## config.mk

```make
export PLATFORM = sky130hd
export DESIGN_NAME = rscp_top
export DESIGN_NICKNAME = d
export VERILOG_FILES = /design/src/core/rscp_pkg.sv /design/src/core/rscp_link.sv /design/src/core/rscp_top.sv
export VERILOG_INCLUDE_DIRS = /design/src /design/src/core
export SDC_FILE = /design/constraint.sdc
export NUM_CORES = 1
export LEC_CHECK = 0
export BUFFER_PORTS_ARGS = -buffer_cell sky130_fd_sc_hd__buf_4
export CORE_MARGIN = 2
export CORE_UTILIZATION = 26
export DETAILED_ROUTE_END_ITERATION = 8
export PLACE_DENSITY_LB_ADDON = 0.25
export SYNTH_ARGS = -nofsm -noshare
export SYNTH_HDL_FRONTEND = slang
export SYNTH_SLANG_ARGS = --single-unit
```

## constraint.sdc

```tcl
create_clock -name clk -period 2.7 [get_ports clk]
set_input_delay 0.405 -clock clk [delete_from_list [all_inputs] [get_ports clk]]
set_output_delay 0.405 -clock clk [all_outputs]
set_load 0.01 [all_outputs]
```

## src/core/rscp_regs.svh

```systemverilog
// Purpose: Offsets, field positions, reset values and timing counts of the remote sensor port
// Assumes: 250 MHz system clock
// Notes: Link timing figures are plain defaults for the serial link
`ifndef RSCP_REGS_SVH
`define RSCP_REGS_SVH

// Register locations
`define RSCP_SFR_CMD 8'hFC
`define RSCP_ADDR_FLY 16'h210C
`define RSCP_ADDR_RESP_HI 16'h2602
`define RSCP_ADDR_RESP_LO 16'h2603
`define RSCP_ADDR_EN 16'h2709

// Field positions
`define RSCP_BIT_FLY 3
`define RSCP_BIT_EN_LO 3
`define RSCP_BIT_EN_HI 5
`define RSCP_BIT_CMD_RD 4
`define RSCP_BIT_SEL_HI 3
`define RSCP_BIT_SEL_LO 2

// Reset values
`define RSCP_CMD_RST 5'h00
`define RSCP_FLY_RST 1'h0
`define RSCP_EN_RST 3'h0
`define RSCP_RESP_RST 16'h0000

// Timing in ns and derived cycle counts
`define RSCP_CLK_NS 4
`define RSCP_PULSE_NS 1000
`define RSCP_GAP_NS 1000
`define RSCP_BIT_NS 400
`define RSCP_PULSE_CYC ((`RSCP_PULSE_NS + `RSCP_CLK_NS - 1) / `RSCP_CLK_NS)
`define RSCP_GAP_CYC ((`RSCP_GAP_NS + `RSCP_CLK_NS - 1) / `RSCP_CLK_NS)
`define RSCP_BIT_CYC ((`RSCP_BIT_NS + `RSCP_CLK_NS - 1) / `RSCP_CLK_NS)

`endif

```

## src/core/rscp_pkg.sv

```systemverilog
// Purpose: Types of the remote sensor command port
// Assumes: Nothing beyond the register header
// Notes: State of each module is one packed struct
package rscp_pkg;

    typedef enum logic [1:0] {LK_IDLE, LK_PULSE, LK_GAP, LK_XFER} rscp_lk_state_t;

    typedef struct packed {
        rscp_lk_state_t st;
        logic rd;
        logic resp_phase;
        logic [15:0] cnt;
        logic [4:0] bitn;
        logic [15:0] shreg;
        logic pin_o;
        logic pin_oe;
        logic done;
    } rscp_lk_t;

    typedef struct packed {
        logic [4:0] cmd;
        logic fly_dis;
        logic [2:0] en;
        logic [15:0] resp;
        logic [7:0] rdata;
        logic start;
        logic busy;
        logic [1:0] sel;
    } rscp_top_t;

endpackage

```

## src/core/rscp_link.sv

```systemverilog
// Purpose: Serial engine: power pulse, fly-back gap, command bits, response bits
// Assumes: One command at a time, started by a one-cycle start pulse
// Notes: Response sampled at the end of each bit period
`timescale 1ns/1ns
`default_nettype none
`include "rscp_regs.svh"
module rscp_link #(
    parameter int PULSE_CYC = `RSCP_PULSE_CYC,
    parameter int GAP_CYC = `RSCP_GAP_CYC,
    parameter int BIT_CYC = `RSCP_BIT_CYC,
    parameter int CMD_BITS = 5,
    parameter int RESP_BITS = 16
) (
    input wire logic clk,
    input wire logic arst_n,
    input wire logic start,
    input wire logic fly_dis,
    input wire logic [4:0] cmd,
    input wire logic is_read,
    input wire logic pin_i,
    output logic pin_o,
    output logic pin_oe,
    output logic done,
    output logic [15:0] resp
);
    import rscp_pkg::*;

    rscp_lk_t s_r;
    rscp_lk_t s_nxt;

    always_comb begin
        s_nxt = s_r;
        s_nxt.done = 1'b0;
        case (s_r.st)
            LK_IDLE: begin
                if (start) begin
                    s_nxt.st = LK_PULSE;
                    s_nxt.rd = is_read;
                    s_nxt.resp_phase = 1'b0;
                    s_nxt.cnt = 16'(PULSE_CYC - 1);
                    s_nxt.shreg = {cmd, 11'h000};
                    s_nxt.pin_o = 1'b1;
                    s_nxt.pin_oe = 1'b1;
                end
            end
            LK_PULSE: begin
                if (s_r.cnt == 16'h0000) begin
                    s_nxt.st = LK_GAP;
                    s_nxt.cnt = 16'(GAP_CYC - 1);
                    s_nxt.pin_o = 1'b0;
                    s_nxt.pin_oe = fly_dis;
                end else begin
                    s_nxt.cnt = s_r.cnt - 16'h0001;
                end
            end
            LK_GAP: begin
                if (s_r.cnt == 16'h0000) begin
                    s_nxt.st = LK_XFER;
                    s_nxt.cnt = 16'(BIT_CYC - 1);
                    s_nxt.bitn = 5'h00;
                    s_nxt.pin_o = s_r.shreg[15];
                    s_nxt.pin_oe = 1'b1;
                    s_nxt.shreg = {s_r.shreg[14:0], 1'b0};
                end else begin
                    s_nxt.cnt = s_r.cnt - 16'h0001;
                end
            end
            LK_XFER: begin
                if (s_r.cnt != 16'h0000) begin
                    s_nxt.cnt = s_r.cnt - 16'h0001;
                end else if (s_r.resp_phase) begin
                    s_nxt.shreg = {s_r.shreg[14:0], pin_i};
                    s_nxt.cnt = 16'(BIT_CYC - 1);
                    s_nxt.bitn = s_r.bitn + 5'h01;
                    if (s_r.bitn == 5'(RESP_BITS - 1)) begin
                        s_nxt.st = LK_IDLE;
                        s_nxt.done = 1'b1;
                    end
                end else if (s_r.bitn == 5'(CMD_BITS - 1)) begin
                    s_nxt.pin_o = 1'b0;
                    s_nxt.pin_oe = 1'b0;
                    s_nxt.cnt = 16'(BIT_CYC - 1);
                    s_nxt.bitn = 5'h00;
                    if (s_r.rd) begin
                        s_nxt.resp_phase = 1'b1;
                    end else begin
                        s_nxt.st = LK_IDLE;
                        s_nxt.done = 1'b1;
                    end
                end else begin
                    s_nxt.pin_o = s_r.shreg[15];
                    s_nxt.shreg = {s_r.shreg[14:0], 1'b0};
                    s_nxt.cnt = 16'(BIT_CYC - 1);
                    s_nxt.bitn = s_r.bitn + 5'h01;
                end
            end
            default: s_nxt.st = LK_IDLE;
        endcase
    end

    always_ff @(posedge clk or negedge arst_n) begin
        if (!arst_n) begin
            s_r <= '0;
        end else begin
            s_r <= s_nxt;
        end
    end

    assign pin_o = s_r.pin_o;
    assign pin_oe = s_r.pin_oe;
    assign done = s_r.done;
    assign resp = s_r.shreg;
endmodule
`default_nettype wire

```

## src/core/rscp_top.sv

```systemverilog
// Purpose: Remote sensor command port: command field, enables, fly-back choice, response bytes
// Assumes: Processor register port, one access per cycle, read data one cycle later
// Notes: Command cmd[3:2] picks the interface, cmd[4] marks a read
//
// Overview of operation
// - A non-zero write to the command field while idle sends that command to the selected remote sensor if its interface is enabled.
// - Hardware clears the command field to zero when the command completes.
// - Fly-back enabled: power pulse is followed by an open-circuit interval.
// - Fly-back disabled: the power pulse is driven both high and low.
// - Three enable bits each switch on one interface; all reset to zero.
// - Sixteen-bit read answer appears as two read-only bytes, upper then lower.
`timescale 1ns/1ns
`default_nettype none
`include "rscp_regs.svh"
module rscp_top #(
    parameter int PULSE_CYC = `RSCP_PULSE_CYC,
    parameter int GAP_CYC = `RSCP_GAP_CYC,
    parameter int BIT_CYC = `RSCP_BIT_CYC
) (
    input wire logic clk,
    input wire logic arst_n,
    input wire logic cpu_sfr_sel,
    input wire logic [15:0] cpu_addr,
    input wire logic cpu_wr,
    input wire logic cpu_rd,
    input wire logic [7:0] cpu_wdata,
    output logic [7:0] cpu_rdata,
    input wire logic [2:0] link_i,
    output logic [2:0] link_o,
    output logic [2:0] link_oe
);
    import rscp_pkg::*;

    rscp_top_t s_r;
    rscp_top_t s_nxt;
    logic lk_o;
    logic lk_oe;
    logic lk_done;
    logic [15:0] lk_resp;
    logic lk_in;
    logic [1:0] wsel;
    logic wr_cmd;

    assign wsel = cpu_wdata[`RSCP_BIT_SEL_HI:`RSCP_BIT_SEL_LO];
    assign wr_cmd = cpu_wr && cpu_sfr_sel && cpu_addr[7:0] == `RSCP_SFR_CMD;
    assign lk_in = (s_r.sel == 2'h3) ? 1'b0 : link_i[s_r.sel];

    always_comb begin
        s_nxt = s_r;
        s_nxt.start = 1'b0;
        // Completion first; a write during busy is dropped so the two never collide
        if (s_r.busy && lk_done) begin
            s_nxt.busy = 1'b0;
            s_nxt.cmd = `RSCP_CMD_RST;
            if (s_r.cmd[`RSCP_BIT_CMD_RD]) begin
                s_nxt.resp = lk_resp;
            end
        end
        if (cpu_wr) begin
            if (wr_cmd) begin
                if (!s_r.busy && cpu_wdata[4:0] != 5'h00) begin
                    s_nxt.sel = wsel;
                    // Disabled or missing interface: finish at once, nothing sent
                    if (wsel != 2'h3 && s_r.en[wsel]) begin
                        s_nxt.cmd = cpu_wdata[4:0];
                        s_nxt.start = 1'b1;
                        s_nxt.busy = 1'b1;
                    end
                end
            end else if (!cpu_sfr_sel && cpu_addr == `RSCP_ADDR_FLY) begin
                s_nxt.fly_dis = cpu_wdata[`RSCP_BIT_FLY];
            end else if (!cpu_sfr_sel && cpu_addr == `RSCP_ADDR_EN) begin
                s_nxt.en = cpu_wdata[`RSCP_BIT_EN_HI:`RSCP_BIT_EN_LO];
            end
        end
        if (cpu_rd) begin
            if (cpu_sfr_sel && cpu_addr[7:0] == `RSCP_SFR_CMD) begin
                s_nxt.rdata = {3'h0, s_r.cmd};
            end else if (cpu_sfr_sel) begin
                s_nxt.rdata = 8'h00;
            end else if (cpu_addr == `RSCP_ADDR_FLY) begin
                s_nxt.rdata = 8'(s_r.fly_dis) << `RSCP_BIT_FLY;
            end else if (cpu_addr == `RSCP_ADDR_EN) begin
                s_nxt.rdata = 8'(s_r.en) << `RSCP_BIT_EN_LO;
            end else if (cpu_addr == `RSCP_ADDR_RESP_HI) begin
                s_nxt.rdata = s_r.resp[15:8];
            end else if (cpu_addr == `RSCP_ADDR_RESP_LO) begin
                s_nxt.rdata = s_r.resp[7:0];
            end else begin
                s_nxt.rdata = 8'h00;
            end
        end
    end

    always_ff @(posedge clk or negedge arst_n) begin
        if (!arst_n) begin
            s_r <= '0;
        end else begin
            s_r <= s_nxt;
        end
    end

    rscp_link #(
        .PULSE_CYC(PULSE_CYC),
        .GAP_CYC(GAP_CYC),
        .BIT_CYC(BIT_CYC),
        .CMD_BITS(5),
        .RESP_BITS(16)
    ) i_rscp_link (
        .clk(clk),
        .arst_n(arst_n),
        .start(s_r.start),
        .fly_dis(s_r.fly_dis),
        .cmd(s_r.cmd),
        .is_read(s_r.cmd[`RSCP_BIT_CMD_RD]),
        .pin_i(lk_in),
        .pin_o(lk_o),
        .pin_oe(lk_oe),
        .done(lk_done),
        .resp(lk_resp)
    );

    // Only the selected and enabled interface sees the engine
    for (genvar i = 0; i < 3; i++) begin : g_pin
        assign link_o[i] = lk_o && s_r.sel == 2'(i) && s_r.en[i];
        assign link_oe[i] = lk_oe && s_r.sel == 2'(i) && s_r.en[i];
    end

    assign cpu_rdata = s_r.rdata;
endmodule
`default_nettype wire

```

; ---- Word level (Yosys, flattened, before mapping)
; Cells that the tools add are included.
[totals]
regBits = 81
in_bits = 32
output_inout_bits = 14
elab_cells = 148
[op_classes]
magnitude_cmp = 2
mux = 60
n_reduce_logical = 41
n_bitwise = 2
addsub = 2
n_eq_ne = 24
[ops]
columns = cell, count
row1 = $eq 16x14->1 const B, 4
row2 = $mux 16, 4
row3 = $pmux 16 s4, 1
row4 = $mux 8, 6
row5 = $pmux 16 s3, 1
row6 = $mux 5, 5
row7 = $mux 24, 1
row8 = $mux 23, 1
row9 = $mux 2, 11
row10 = $mux 21, 1
row11 = $logic_and 1x1->1, 20
row12 = $mux 20, 1
row13 = $mux 18, 1
row14 = $logic_not 16->1, 1
row15 = $mux 4, 4
row16 = $pmux 2 s4, 2
row17 = $reduce_bool 16->1, 1
row18 = $sub 16x1->16 const B, 1
row19 = $mux 1, 14
row20 = $reduce_and 3->1, 4
row21 = $pmux 5 s2, 1
row22 = $reduce_and 5->1, 2
row23 = $mux 9, 1
row24 = $eq 2x2->1 const B, 4
row25 = 24 further kinds, 39

; ---- Logic depth before layout (Yosys ltp)
; Gate-level depths: netlist (run 1).
[logic_depth]
depth_word = 7
ltp_mapped = 8
depth_no_buf = 7

; ---- By module
; Synthesis (run 1) repeated with hierarchy kept, for this count alone.
[hier_totals]
hier_cells = 445
area_unflattened_um2 = 4581.9
[by_module_without_submodules]
columns = module, n_inst, cells_each, area_per_inst_um2
row1 = rscp_link, 1, 273, 2623.8
row2 = rscp_top, 1, 172, 1958.1

; ---- Worst setup path before layout (run 1)
; Ideal clock, no wire load.
[synth_path]
path_kind = register to register
startpoint = reg i_rscp_link.s_r[33] (netlist name)
endpoint = reg i_rscp_link.s_r, in the netlist i_rscp_link.resp[11]
required_time_ps = 2575
arrival_ps = 2471
path_stages_with_launch = 6
slack_ps = 104
path_buffers = 1
path_cell_list = dfrtp_1 -> or4_1 -> clkbuf_1 -> or4b_4 -> o41ai_4 -> mux2_2
[synth_between]
elab_chain_cells = 3
elab_cells_between_ends = 5
[synth_rtl]
columns = element, line_no
row1 = from (decl), rscp_link.sv:28  ; rscp_lk_t s_r;
row2 = from (signal assigned), rscp_link.sv:105  ; s_r <= s_nxt;
row3 = $reduce_bool 16->1 or $logic_not 16->1 (tied branches), "rscp_link.sv:69, rscp_link.sv:57"
row4 = $ne 2x2->1 (no source line) or $ne 2x1->1 (tied branches), n/a
row5 = $reduce_and 5->1 (no source line) *, n/a
; Mark *: on every way between the ends. The rest lies on a longest branch, timed or not.
; A chain may end at the register's enable or synchronous reset.

; ---- Worst setup path in the final report (run 1)
[layout_path]
startpoint = reg i_rscp_link.s_r[33] (netlist name)
endpoint = reg i_rscp_link.s_r, in the netlist i_rscp_link.resp[13]
; Same word-level chain as after synthesis.

==> flow_metrics.py, run 1 <==
metrics = {
    "yosys": {
        "synthCells": 445,
        "synth_edf_count": 0,
        "seq_area_frac_synth_pct": 45.10,
        "synthArstFlopShare_pct": 100.0,
        "ys_ff_latch": 81,
        "syn_area_um2": 4494,
        "synth-warning-count": 0,
        "synth_nets": 486,
        "synth.distinct_cells": 65,
        "avgSynthCellArea_um2": 10.10,
        "synthFlopType": "dfrtp_1",
    },
    "setup_path": {
        "path_cells": "or4_1 > or4b_4 > o41ai_4 > buf_4 > mux2_2",
        "critPathLaunchType": "flip-flop",
        "reg2reg_from": "i_rscp_link.s_r[33]",
        "worst_path_largest_cell_delay_ps": 670,
        "worst-r2r-cell-count": 5,
        "cp_num_buf_inv": 1,
        "critPathTopFamily": "simple AND/OR/NAND/NOR gates",
        "cp_slowest_cell": "or4_1",
        "worstPathMaxFanout": 7,
        "cp-startpoint": "i_rscp_link.s_r[33]",
        "criticalPathCategory": "flip-flop to flip-flop",
        "rrSetupSlack_ps": 70,
        "required_ps": 2920,
        "r2r_end": "i_rscp_link.resp[13]",
        "end_kind": "flip-flop",
        "worst_ep_arrival_time_ps": 2850,
    },
    "global_route": {
        "grt_util_all_layers_pct": 12.80,
        "grt_overflow_total": 0,
        "antenna_found_initial": 0,
        "grt_pass1_wl_um": 18820,
        "grt_start_max_net_pins": 42,
        "grt_pass1_vias": 3655,
    },
    "final_layout": {
        "n_fill_cell": 1776,
        "area_growth_pct": 22.30,
        "stdcell_area_um2": 5497,
        "num_antenna_cells": 0,
        "nets": 537,
        "fin_cells": 725,
        "drive_gt1_share_pct": 26.20,
        "layout_commonest_cell": "dfrtp_1",
        "final_cell_mix": "81 x dfrtp_1, 66 x buf_4, 50 x nand2_1, 33 x mux2_2, 27 x o21ai_0",
    },
    "placed_design": {
        "place.gp.congestion": 0.7946,
        "place_ws_ps": 73.26,
        "dp_hpwl_um": 8195,
        "portBuffers": 43,
        "place_area_um2": 5165,
        "dpl.cell_count": 710,
    },
    "pwr": {
        "power_switching_w": 0.0005568,
        "power.internal_w": 0.002065,
        "vdd_drop_max_mv": 0.2980,
        "p_clk_share_pct": 50.0,
        "p_sw_share_pct": 21.24,
        "powerDensity_nw_per_um2": 477.0,
        "power.total_w": 0.002622,
        "p_comb_share_pct": 3.7,
        "p_seq_share_pct": 46.3,
        "p_leak_nw": 2.456,
    },
    "clock_network": {
        "cts_root_buf": "clkbuf_16",
        "cts_buffer_depth": 2,
        "cts.sinks": 81,
        "htreeDepth": 3,
        "numCtsBuffers": 9,
        "clk_pin_slew_ps": 60,
        "cts_tree": "done",
        "clock_latency_ps": 340,
    },
    "die": {
        "core_region_area_um2": 17120,
        "die_h_um": 135.5,
        "fp-row-count": 48,
        "dieArea_um2": 18350,
        "die_x_um": 135.5,
        "ios": 46,
        "initial_core_util_pct": 26.26,
    },
    "routing": {
        "drt_first_iter_violations": 243,
        "routed_wl_um": 10980,
        "wl_per_cell_um": 15.14,
        "via_per_inst": 4.983,
        "drt-pass1-iter-count": 4,
        "drcViolationCount": 0,
        "num_vias": 3613,
        "antenna_left": 0,
    },
    "timing": {
        "relSlewSlack_pct": 55.44,
        "worst_slew_pin_slew_ps": 659.4,
        "worst_slack_ps": 70.67,
        "fin_worst_skew_ps": 4.534,
        "final_max_slew_viol_count": 0,
        "finalSetupViolations": 0,
        "max_freq_mhz": 380.3,
        "finalCriticalPeriod_ps": 2629,
        "rsz0062_at_grt": "no",
        "setup_tns_ps": 0,
        "min_period_over_period_pct": 97.38,
        "finalHoldViolCount": 0,
    },
    "run_status": {
        "status": "finished clean",
    },
    "job": {
        "max-cap-violations": 0,
    },
    "hold_path": {
        "hp-class": "input port to async pin",
    },
}
cell families after synthesis:
logic type,Yosys count,share of synthesized area (%)
multiplexers,51,12.28
AO/OA/AOI/OAI,98,14.51
AND/OR/NAND/NOR,159,20.55
adder cells (fa/ha/maj),9,2.506
buffers and inverters,43,4.287
XOR/XNOR,4,0.7797
flip-flops,81,45.10
repair_timing:
| item | 4_1_cts | 5_1_grt |
|---|---|---|
| gates cloned | 0 | 0 |
| setup buffers | 0 | 0 |
| hold buffers | 0 | 0 |
| setup endpoints to repair | 1 | 4 |
| pin swaps | 0 | 0 |
| gates resized for setup | 1 | 3 |
power by group through the flow:
stage | registers (W) | clock network (W) | logic, W
2_1_floorplan | 0.00124 | 0 | 0.0000219
3_3_place_gp | 0.00124 | 0 | 0.0000978
3_5_place_dp | 0.00124 | 0 | 0.0000994
4_1_cts | 0.00121 | 0.00134 | 0.0000997
5_1_grt | 0.00121 | 0.00141 | 0.000109
6_report | 0.00121 | 0.00131 | 0.0000971
layout make-up:
cell class	instances	area [µm²]	share of cell area, %
multi-input combinational	321	2293	41.73
sequential	81	2027	36.88
timing repair buffer	67	515.5	9.379
tap	225	281.5	5.122
clock buffer	9	225.2	4.097
clock inverter	6	93.84	1.707
inverter	16	60.06	1.093
registers in the layout (all words and copies together) (netlist names):
register,flops
i_rscp_link.resp,16
i_rscp_link.s_r,25
i_rscp_link.pin_oe,1
cpu_rdata,8
i_rscp_link.pin_o,1
i_rscp_link.done,1
s_r,29
how the worst max path moves through the flow:
stage / to / slack (ps) / cells after the start
after floorplan: i_rscp_link.resp[11] / 100 / 5
after global placement: i_rscp_link.s_r[28] / 90 / 7
after detailed placement: i_rscp_link.s_r[28] / 70 / 7
after CTS: i_rscp_link.s_r[28] / 40 / 7
after global routing: i_rscp_link.resp[13] / 20 / 5
final: i_rscp_link.resp[13] / 70 / 5
cell usage after synthesis, types with 3 or more instances:
| cell type | instances | area share (%) |
|---|---|---|
| o2bb2ai_1 | 3 | 0.58 |
| o211ai_1 | 3 | 0.50 |
| a21oi_1 | 22 | 2.4 |
| nand2_1 | 50 | 4.2 |
| nor3_1 | 4 | 0.45 |
| o31ai_1 | 3 | 0.50 |
| a22oi_1 | 9 | 1.5 |
| nand3b_1 | 3 | 0.50 |
| mux2i_1 | 18 | 4.0 |
| or2_2 | 4 | 0.56 |
| or4_1 | 4 | 0.67 |
| and4_1 | 3 | 0.58 |
| clkbuf_1 | 17 | 1.4 |
| nand2b_1 | 4 | 0.56 |
| inv_1 | 16 | 1.3 |
| and4b_1 | 6 | 1.3 |
| a21boi_0 | 3 | 0.50 |
| nor2b_1 | 11 | 1.5 |
| buf_4 | 8 | 1.3 |
| mux2_2 | 33 | 8.3 |
| o22ai_1 | 3 | 0.42 |
| o21ai_0 | 27 | 3.0 |
| dfrtp_1 | 81 | 45 |
| nor3b_1 | 5 | 0.84 |
| and2_1 | 3 | 0.42 |
| nor4bb_1 | 3 | 0.67 |
| nand3_1 | 7 | 0.78 |
| nand4_1 | 7 | 0.97 |
| nor2_1 | 17 | 1.4 |
| nor4_1 | 9 | 1.3 |
| a31oi_1 | 5 | 0.70 |
| nor4b_1 | 4 | 0.78 |
| xor2_1 | 3 | 0.58 |
| ha_1 | 9 | 2.5 |
per-layer routing:
| layer | vias up | GRT usage [%] | part of all wire (%) |
|---|---|---|---|
| li1 | 1749 | - | - |
| met1 | 1785 | 17.21 | 48 |
| met2 | 64 | 20.76 | 47 |
| met3 | 15 | 2.282 | 3.1 |
| met4 | 0 | 4.514 | 1.7 |
| met5 | - | 0 | 0 |
per-stage QoR:
step | hold slack, ps | utilization [%]
2_1_floorplan | 109.4 | -
3_3_place_gp | 424.7 | 30.18
3_5_place_dp | 427.8 | 30.18
4_1_cts | 63.52 | 32.05
5_1_grt | 84.03 | 32.11
6_report | 46.85 | 32.11
(Power assumes the default switching activity.)
==> run 2: changes to the inputs <==
--- a/config.mk
+++ b/config.mk
@@ -10,6 +10,7 @@
 export CORE_MARGIN = 2
 export CORE_UTILIZATION = 26
 export DETAILED_ROUTE_END_ITERATION = 8
+export GPL_TIMING_DRIVEN = 0
 export PLACE_DENSITY_LB_ADDON = 0.25
 export SYNTH_ARGS = -nofsm -noshare
 export SYNTH_HDL_FRONTEND = slang
==> run 2 against run 1 <==
  * Final cell count grew 0.69%
  * Clock-buffer cell count grew 1
  * Largest power group unchanged
  * Largest cell class unchanged
  * Highest routed layer unchanged
  * Critical endpoint is now i_rscp_link.s_r[20]
  * Critical path depth grew 1
==> flow_metrics.py, run 2 (synthesized netlist as in run 1, its figures left out) <==
metrics = {
    "run_status": {
        "status": "finished clean",
    },
    "die": {
        "die_h_um": 135.5,
        "fp-row-count": 48,
        "initial_core_util_pct": 26.26,
        "die_x_um": 135.5,
        "dieArea_um2": 18350,
        "core_region_area_um2": 17120,
        "ios": 46,
    },
    "setup_path": {
        "criticalPathCategory": "flip-flop to flip-flop",
        "worstPathMaxFanout": 6,
        "critPathLaunchType": "flip-flop",
        "worst_ep_arrival_time_ps": 2850,
        "required_ps": 2930,
        "end_kind": "flip-flop",
    },
    "global_route": {
        "grt_start_max_net_pins": 82,
        "grt_pass1_vias": 3615,
        "antenna_found_initial": 0,
        "grt_util_all_layers_pct": 12.74,
        "grt_overflow_total": 0,
        "grt_pass1_wl_um": 18740,
    },
    "placed_design": {
        "place_ws_ps": -343.8,
        "place.gp.congestion": 0.8056,
        "dp_hpwl_um": 8158,
        "portBuffers": 42,
    },
    "timing": {
        "setup_tns_ps": 0,
        "worst_slack_ps": 71.15,
        "relSlewSlack_pct": 27.49,
        "rsz0062_at_grt": "no",
        "holdWs_ps": 241.6,
        "final_max_slew_viol_count": 0,
        "fin_worst_skew_ps": 6.671,
        "finalSetupViolations": 0,
        "finalCriticalPeriod_ps": 2629,
        "finalHoldViolCount": 0,
        "min_period_over_period_pct": 97.36,
        "max_freq_mhz": 380.4,
        "worst_slew_pin_slew_ps": 1078,
    },
    "clock_network": {
        "clock_latency_ps": 340,
        "cts_tree": "done",
        "clk_pin_slew_ps": 60,
        "htreeDepth": 3,
        "cts_buffer_depth": 2,
        "cts_root_buf": "clkbuf_16",
        "numCtsBuffers": 9,
        "cts.sinks": 81,
    },
    "pwr": {
        "powerDensity_nw_per_um2": 481.4,
        "p_leak_nw": 2.426,
        "vdd_drop_max_mv": 0.2646,
    },
    "final_layout": {
        "final_cell_mix": "81 x dfrtp_1, 55 x buf_4, 50 x nand2_1, 33 x mux2_2, 27 x o21ai_0",
        "layout_commonest_cell": "dfrtp_1",
        "largest_reg_flops": 29,
        "num_antenna_cells": 0,
        "nets": 541,
        "drive_gt1_share_pct": 24.55,
        "top_register": "s_r",
        "area_growth_pct": 22.10,
        "n_fill_cell": 1780,
    },
    "routing": {
        "routed_wl_um": 11040,
        "drt_first_iter_violations": 219,
        "drt-pass1-iter-count": 4,
        "via_per_inst": 4.982,
        "drcViolationCount": 0,
        "antenna_left": 0,
        "wl_per_cell_um": 15.12,
        "num_vias": 3637,
    },
    "hold_path": {
        "hp-class": "input port to async pin",
    },
    "job": {
        "max-cap-violations": 0,
    },
}
run 2: worst paths after layout:
path	end	depth (start not counted)	slack, ps	start
min reg2reg	s_r[12]	2	510	s_r[12]
max	i_rscp_link.s_r[20]	6	70	i_rscp_link.s_r[24]
min in group clk	s_r[29]	2	310	cpu_wdata[4]
max reg2reg	i_rscp_link.s_r[20]	6	70	i_rscp_link.s_r[24]
min	i_rscp_link.resp[4]	1	240	arst_n
max in group asynchronous	i_rscp_link.resp[13]	1	1780	arst_n
run 2: critical path, stage by stage (launching register included):
cell	delay [ps]
dfrtp_1	420
inv_1	100
ha_1	210
or4b_4	540
nor4_1	640
nand2_1	290
a22o_1	300
run 2: where the power goes:
group	internal, W	switching (W)	total [W]
registers	0.00121	0.0000000930	0.00121
clock network	0.000838	0.000497	0.00134
logic	0.0000378	0.0000551	0.0000928
total	0.00209	0.000552	0.00264
run 2: timing repair:
item | in CTS | in global routing
buffers inserted | 4 | 0
pin swaps | 2 | 0
setup endpoints to repair | 27 | 25
cloned | 0 | 0
resized for setup | 7 | 5
hold buffers | 0 | 0
run 2: stage by stage:
step	cell area, µm²	power, W	cells	utilization [%]
finish	5488	0.002642	730	32.06
detailed placement	5091	0.001332	712	29.74
global placement	5091	0.001329	712	29.74
global route	5488	0.002747	730	32.06
CTS	5473	0.002683	732	31.97
floorplan	4494	0.001259	445	-
run 2: final cells by class:
cell class              count  area, µm²  share of cell area (%)
repair buffers             46      345.3                   6.293
well taps                 225      281.5                   5.130
multi-input cells         321       2313                   42.16
clock inverters             6      90.09                   1.642
inverters                  16      60.06                   1.094
clock buffers              10      239.0                   4.355
plain buffers              25      131.4                   2.394
flip-flops and latches     81       2027                   36.94
run 2: per-layer routing:
layer  up-vias  share of wire [%]  track usage, %
met4         0                1.4           4.398
met3        10                2.7           2.020
met1      1818                 49           17.39
li1       1750                  -               -
met2        59                 46           20.56
met5         -                  0               0
==> run 3: changes to the inputs <==
--- a/config.mk
+++ b/config.mk
@@ -7,8 +7,8 @@
 export NUM_CORES = 1
 export LEC_CHECK = 0
 export BUFFER_PORTS_ARGS = -buffer_cell sky130_fd_sc_hd__buf_4
-export CORE_MARGIN = 2
-export CORE_UTILIZATION = 26
+export CORE_MARGIN = 4
+export CORE_UTILIZATION = 45
 export DETAILED_ROUTE_END_ITERATION = 8
 export GPL_TIMING_DRIVEN = 0
 export PLACE_DENSITY_LB_ADDON = 0.25
==> run 3 against run 2 <==
  * Cell area down 4.4%
  * Wire length down 5.1%
  * Register-to-register slack better by 60 ps
==> flow_metrics.py, run 3 (synthesized netlist as in run 1, its figures left out) <==
metrics = {
    "pwr": {
        "powerDensity_nw_per_um2": 415.2,
        "power.total_w": 0.002177,
        "vdd_drop_max_mv": 0.1913,
        "p_leak_nw": 2.362,
    },
    "final_layout": {
        "top_register": "s_r",
        "nets": 541,
        "n_fill_cell": 892,
        "regArea_um2": 2027,
        "stdcell_area_um2": 5244,
        "layout_commonest_cell": "dfrtp_1",
        "final_cell_mix": "81 x dfrtp_1, 55 x buf_4, 50 x nand2_1, 33 x mux2_2, 27 x o21ai_0",
        "num_antenna_cells": 0,
        "multi_input_comb_area_um2": 2321,
        "drive_gt1_share_pct": 24.36,
        "area_growth_pct": 16.68,
        "largest_reg_flops": 29,
    },
    "setup_path": {
        "rrSetupSlack_ps": 130,
        "r2r_end": "i_rscp_link.resp[13]",
        "cp-startpoint": "i_rscp_link.s_r[33]",
        "critPathTopFamily": "simple AND/OR/NAND/NOR gates",
        "worst_path_largest_cell_delay_ps": 620,
        "worst-r2r-cell-count": 5,
        "required_ps": 2930,
        "end_kind": "flip-flop",
        "cp_num_buf_inv": 1,
        "cp_slowest_cell": "or4_4",
        "worstPathMaxFanout": 7,
        "path_cells": "or4_4 > or4b_4 > o41ai_4 > buf_4 > mux2_2",
        "worst_ep_arrival_time_ps": 2800,
        "criticalPathCategory": "flip-flop to flip-flop",
        "critPathLaunchType": "flip-flop",
        "reg2reg_from": "i_rscp_link.s_r[33]",
    },
    "placed_design": {
        "portBuffers": 42,
        "dp_hpwl_um": 7572,
        "place_area_um2": 4976,
        "place.gp.congestion": 0.8529,
    },
    "clock_network": {
        "postCtsHoldBufs": 0,
        "numCtsBuffers": 9,
        "clock_latency_ps": 350,
        "cts_tree": "done",
        "cts_root_buf": "clkbuf_8",
        "clk_pin_slew_ps": 80,
        "htreeDepth": 3,
        "cts_buffer_depth": 2,
        "cts.sinks": 81,
    },
    "global_route": {
        "grt_overflow_total": 0,
        "antenna_found_initial": 0,
        "grt_util_all_layers_pct": 18.99,
        "grt_start_max_net_pins": 82,
        "grt_pass1_wl_um": 17570,
        "grt_pass1_vias": 3553,
    },
    "die": {
        "dieArea_um2": 11650,
        "initial_core_util_pct": 46.19,
        "die_h_um": 107.9,
        "fp-row-count": 36,
        "core_region_area_um2": 9729,
        "die_x_um": 107.9,
        "ios": 46,
    },
    "routing": {
        "via_per_inst": 5.646,
        "drt_first_iter_violations": 254,
        "drt-pass1-iter-count": 5,
        "wl_per_cell_um": 16.43,
        "drcViolationCount": 0,
        "routed_wl_um": 10480,
        "antenna_left": 0,
        "num_vias": 3602,
    },
    "timing": {
        "fin_worst_skew_ps": 10.97,
        "finalCriticalPeriod_ps": 2567,
        "rsz0062_at_grt": "no",
        "min_period_over_period_pct": 95.08,
        "holdWs_ps": 234.3,
        "final_max_slew_viol_count": 0,
        "setup_tns_ps": 0,
        "finalHoldViolCount": 0,
        "finalSetupViolations": 0,
        "max_freq_mhz": 389.5,
        "relSlewSlack_pct": 27.84,
        "worst_slew_pin_slew_ps": 1072,
    },
    "job": {
        "max-cap-violations": 0,
    },
    "hold_path": {
        "hp-class": "input port to async pin",
    },
    "run_status": {
        "status": "finished clean",
    },
}
## run 3: worst max-delay path by stage
stage / depth (start not counted) / endpoint
4_1_cts: 6 / i_rscp_link.resp[13]
5_1_grt: 6 / i_rscp_link.s_r[20]
3_5_place_dp: 8 / i_rscp_link.s_r[35]
2_1_floorplan: 5 / i_rscp_link.resp[11]
3_3_place_gp: 8 / i_rscp_link.s_r[26]
6_report: 5 / i_rscp_link.resp[13]
## run 3: cell type report
class,count,area share (%)
Timing Repair Buffer,46,6.586
Buffer,25,2.458
Multi-Input combinational cell,321,44.26
Clock inverter,6,1.288
Inverter,16,1.145
Tap cell,133,3.173
Clock buffer,10,2.434
Sequential cell,81,38.65
## run 3: power by group
part	switching, W	total (W)	internal [W]
logic	0.0000537	0.0000915	0.0000377
clock network	0.000443	0.000874	0.000431
registers	0.000000103	0.00121	0.00121
## run 3: per-stage QoR
step	util, %	std cells	setup WS (ps)
6_report	53.90	638	132.8
5_1_grt	53.90	638	24.81
4_1_cts	53.49	637	0.8638
3_5_place_dp	51.14	620	-316.9
3_3_place_gp	51.14	620	-293.6
2_1_floorplan	-	445	104.3
## run 3: per-layer routing
| layer | share of wire, % | vias to the layer above | track usage, % | wire length (µm) |
|---|---|---|---|---|
| li1 | - | 1760 | - | - |
| met1 | 48 | 1762 | 25.26 | 5029 |
| met2 | 47 | 69 | 31.31 | 4926 |
| met3 | 3.8 | 11 | 3.522 | 398 |
| met4 | 1.2 | 0 | 6.492 | 127 |
| met5 | 0 | - | 0 | 0 |
## run 3: timing repair
item | CTS | global route
resized for setup | 7 | 6
cloned | 0 | 0
pin swaps | 2 | 1
setup endpoints to repair | 26 | 30
buffers inserted | 1 | 3
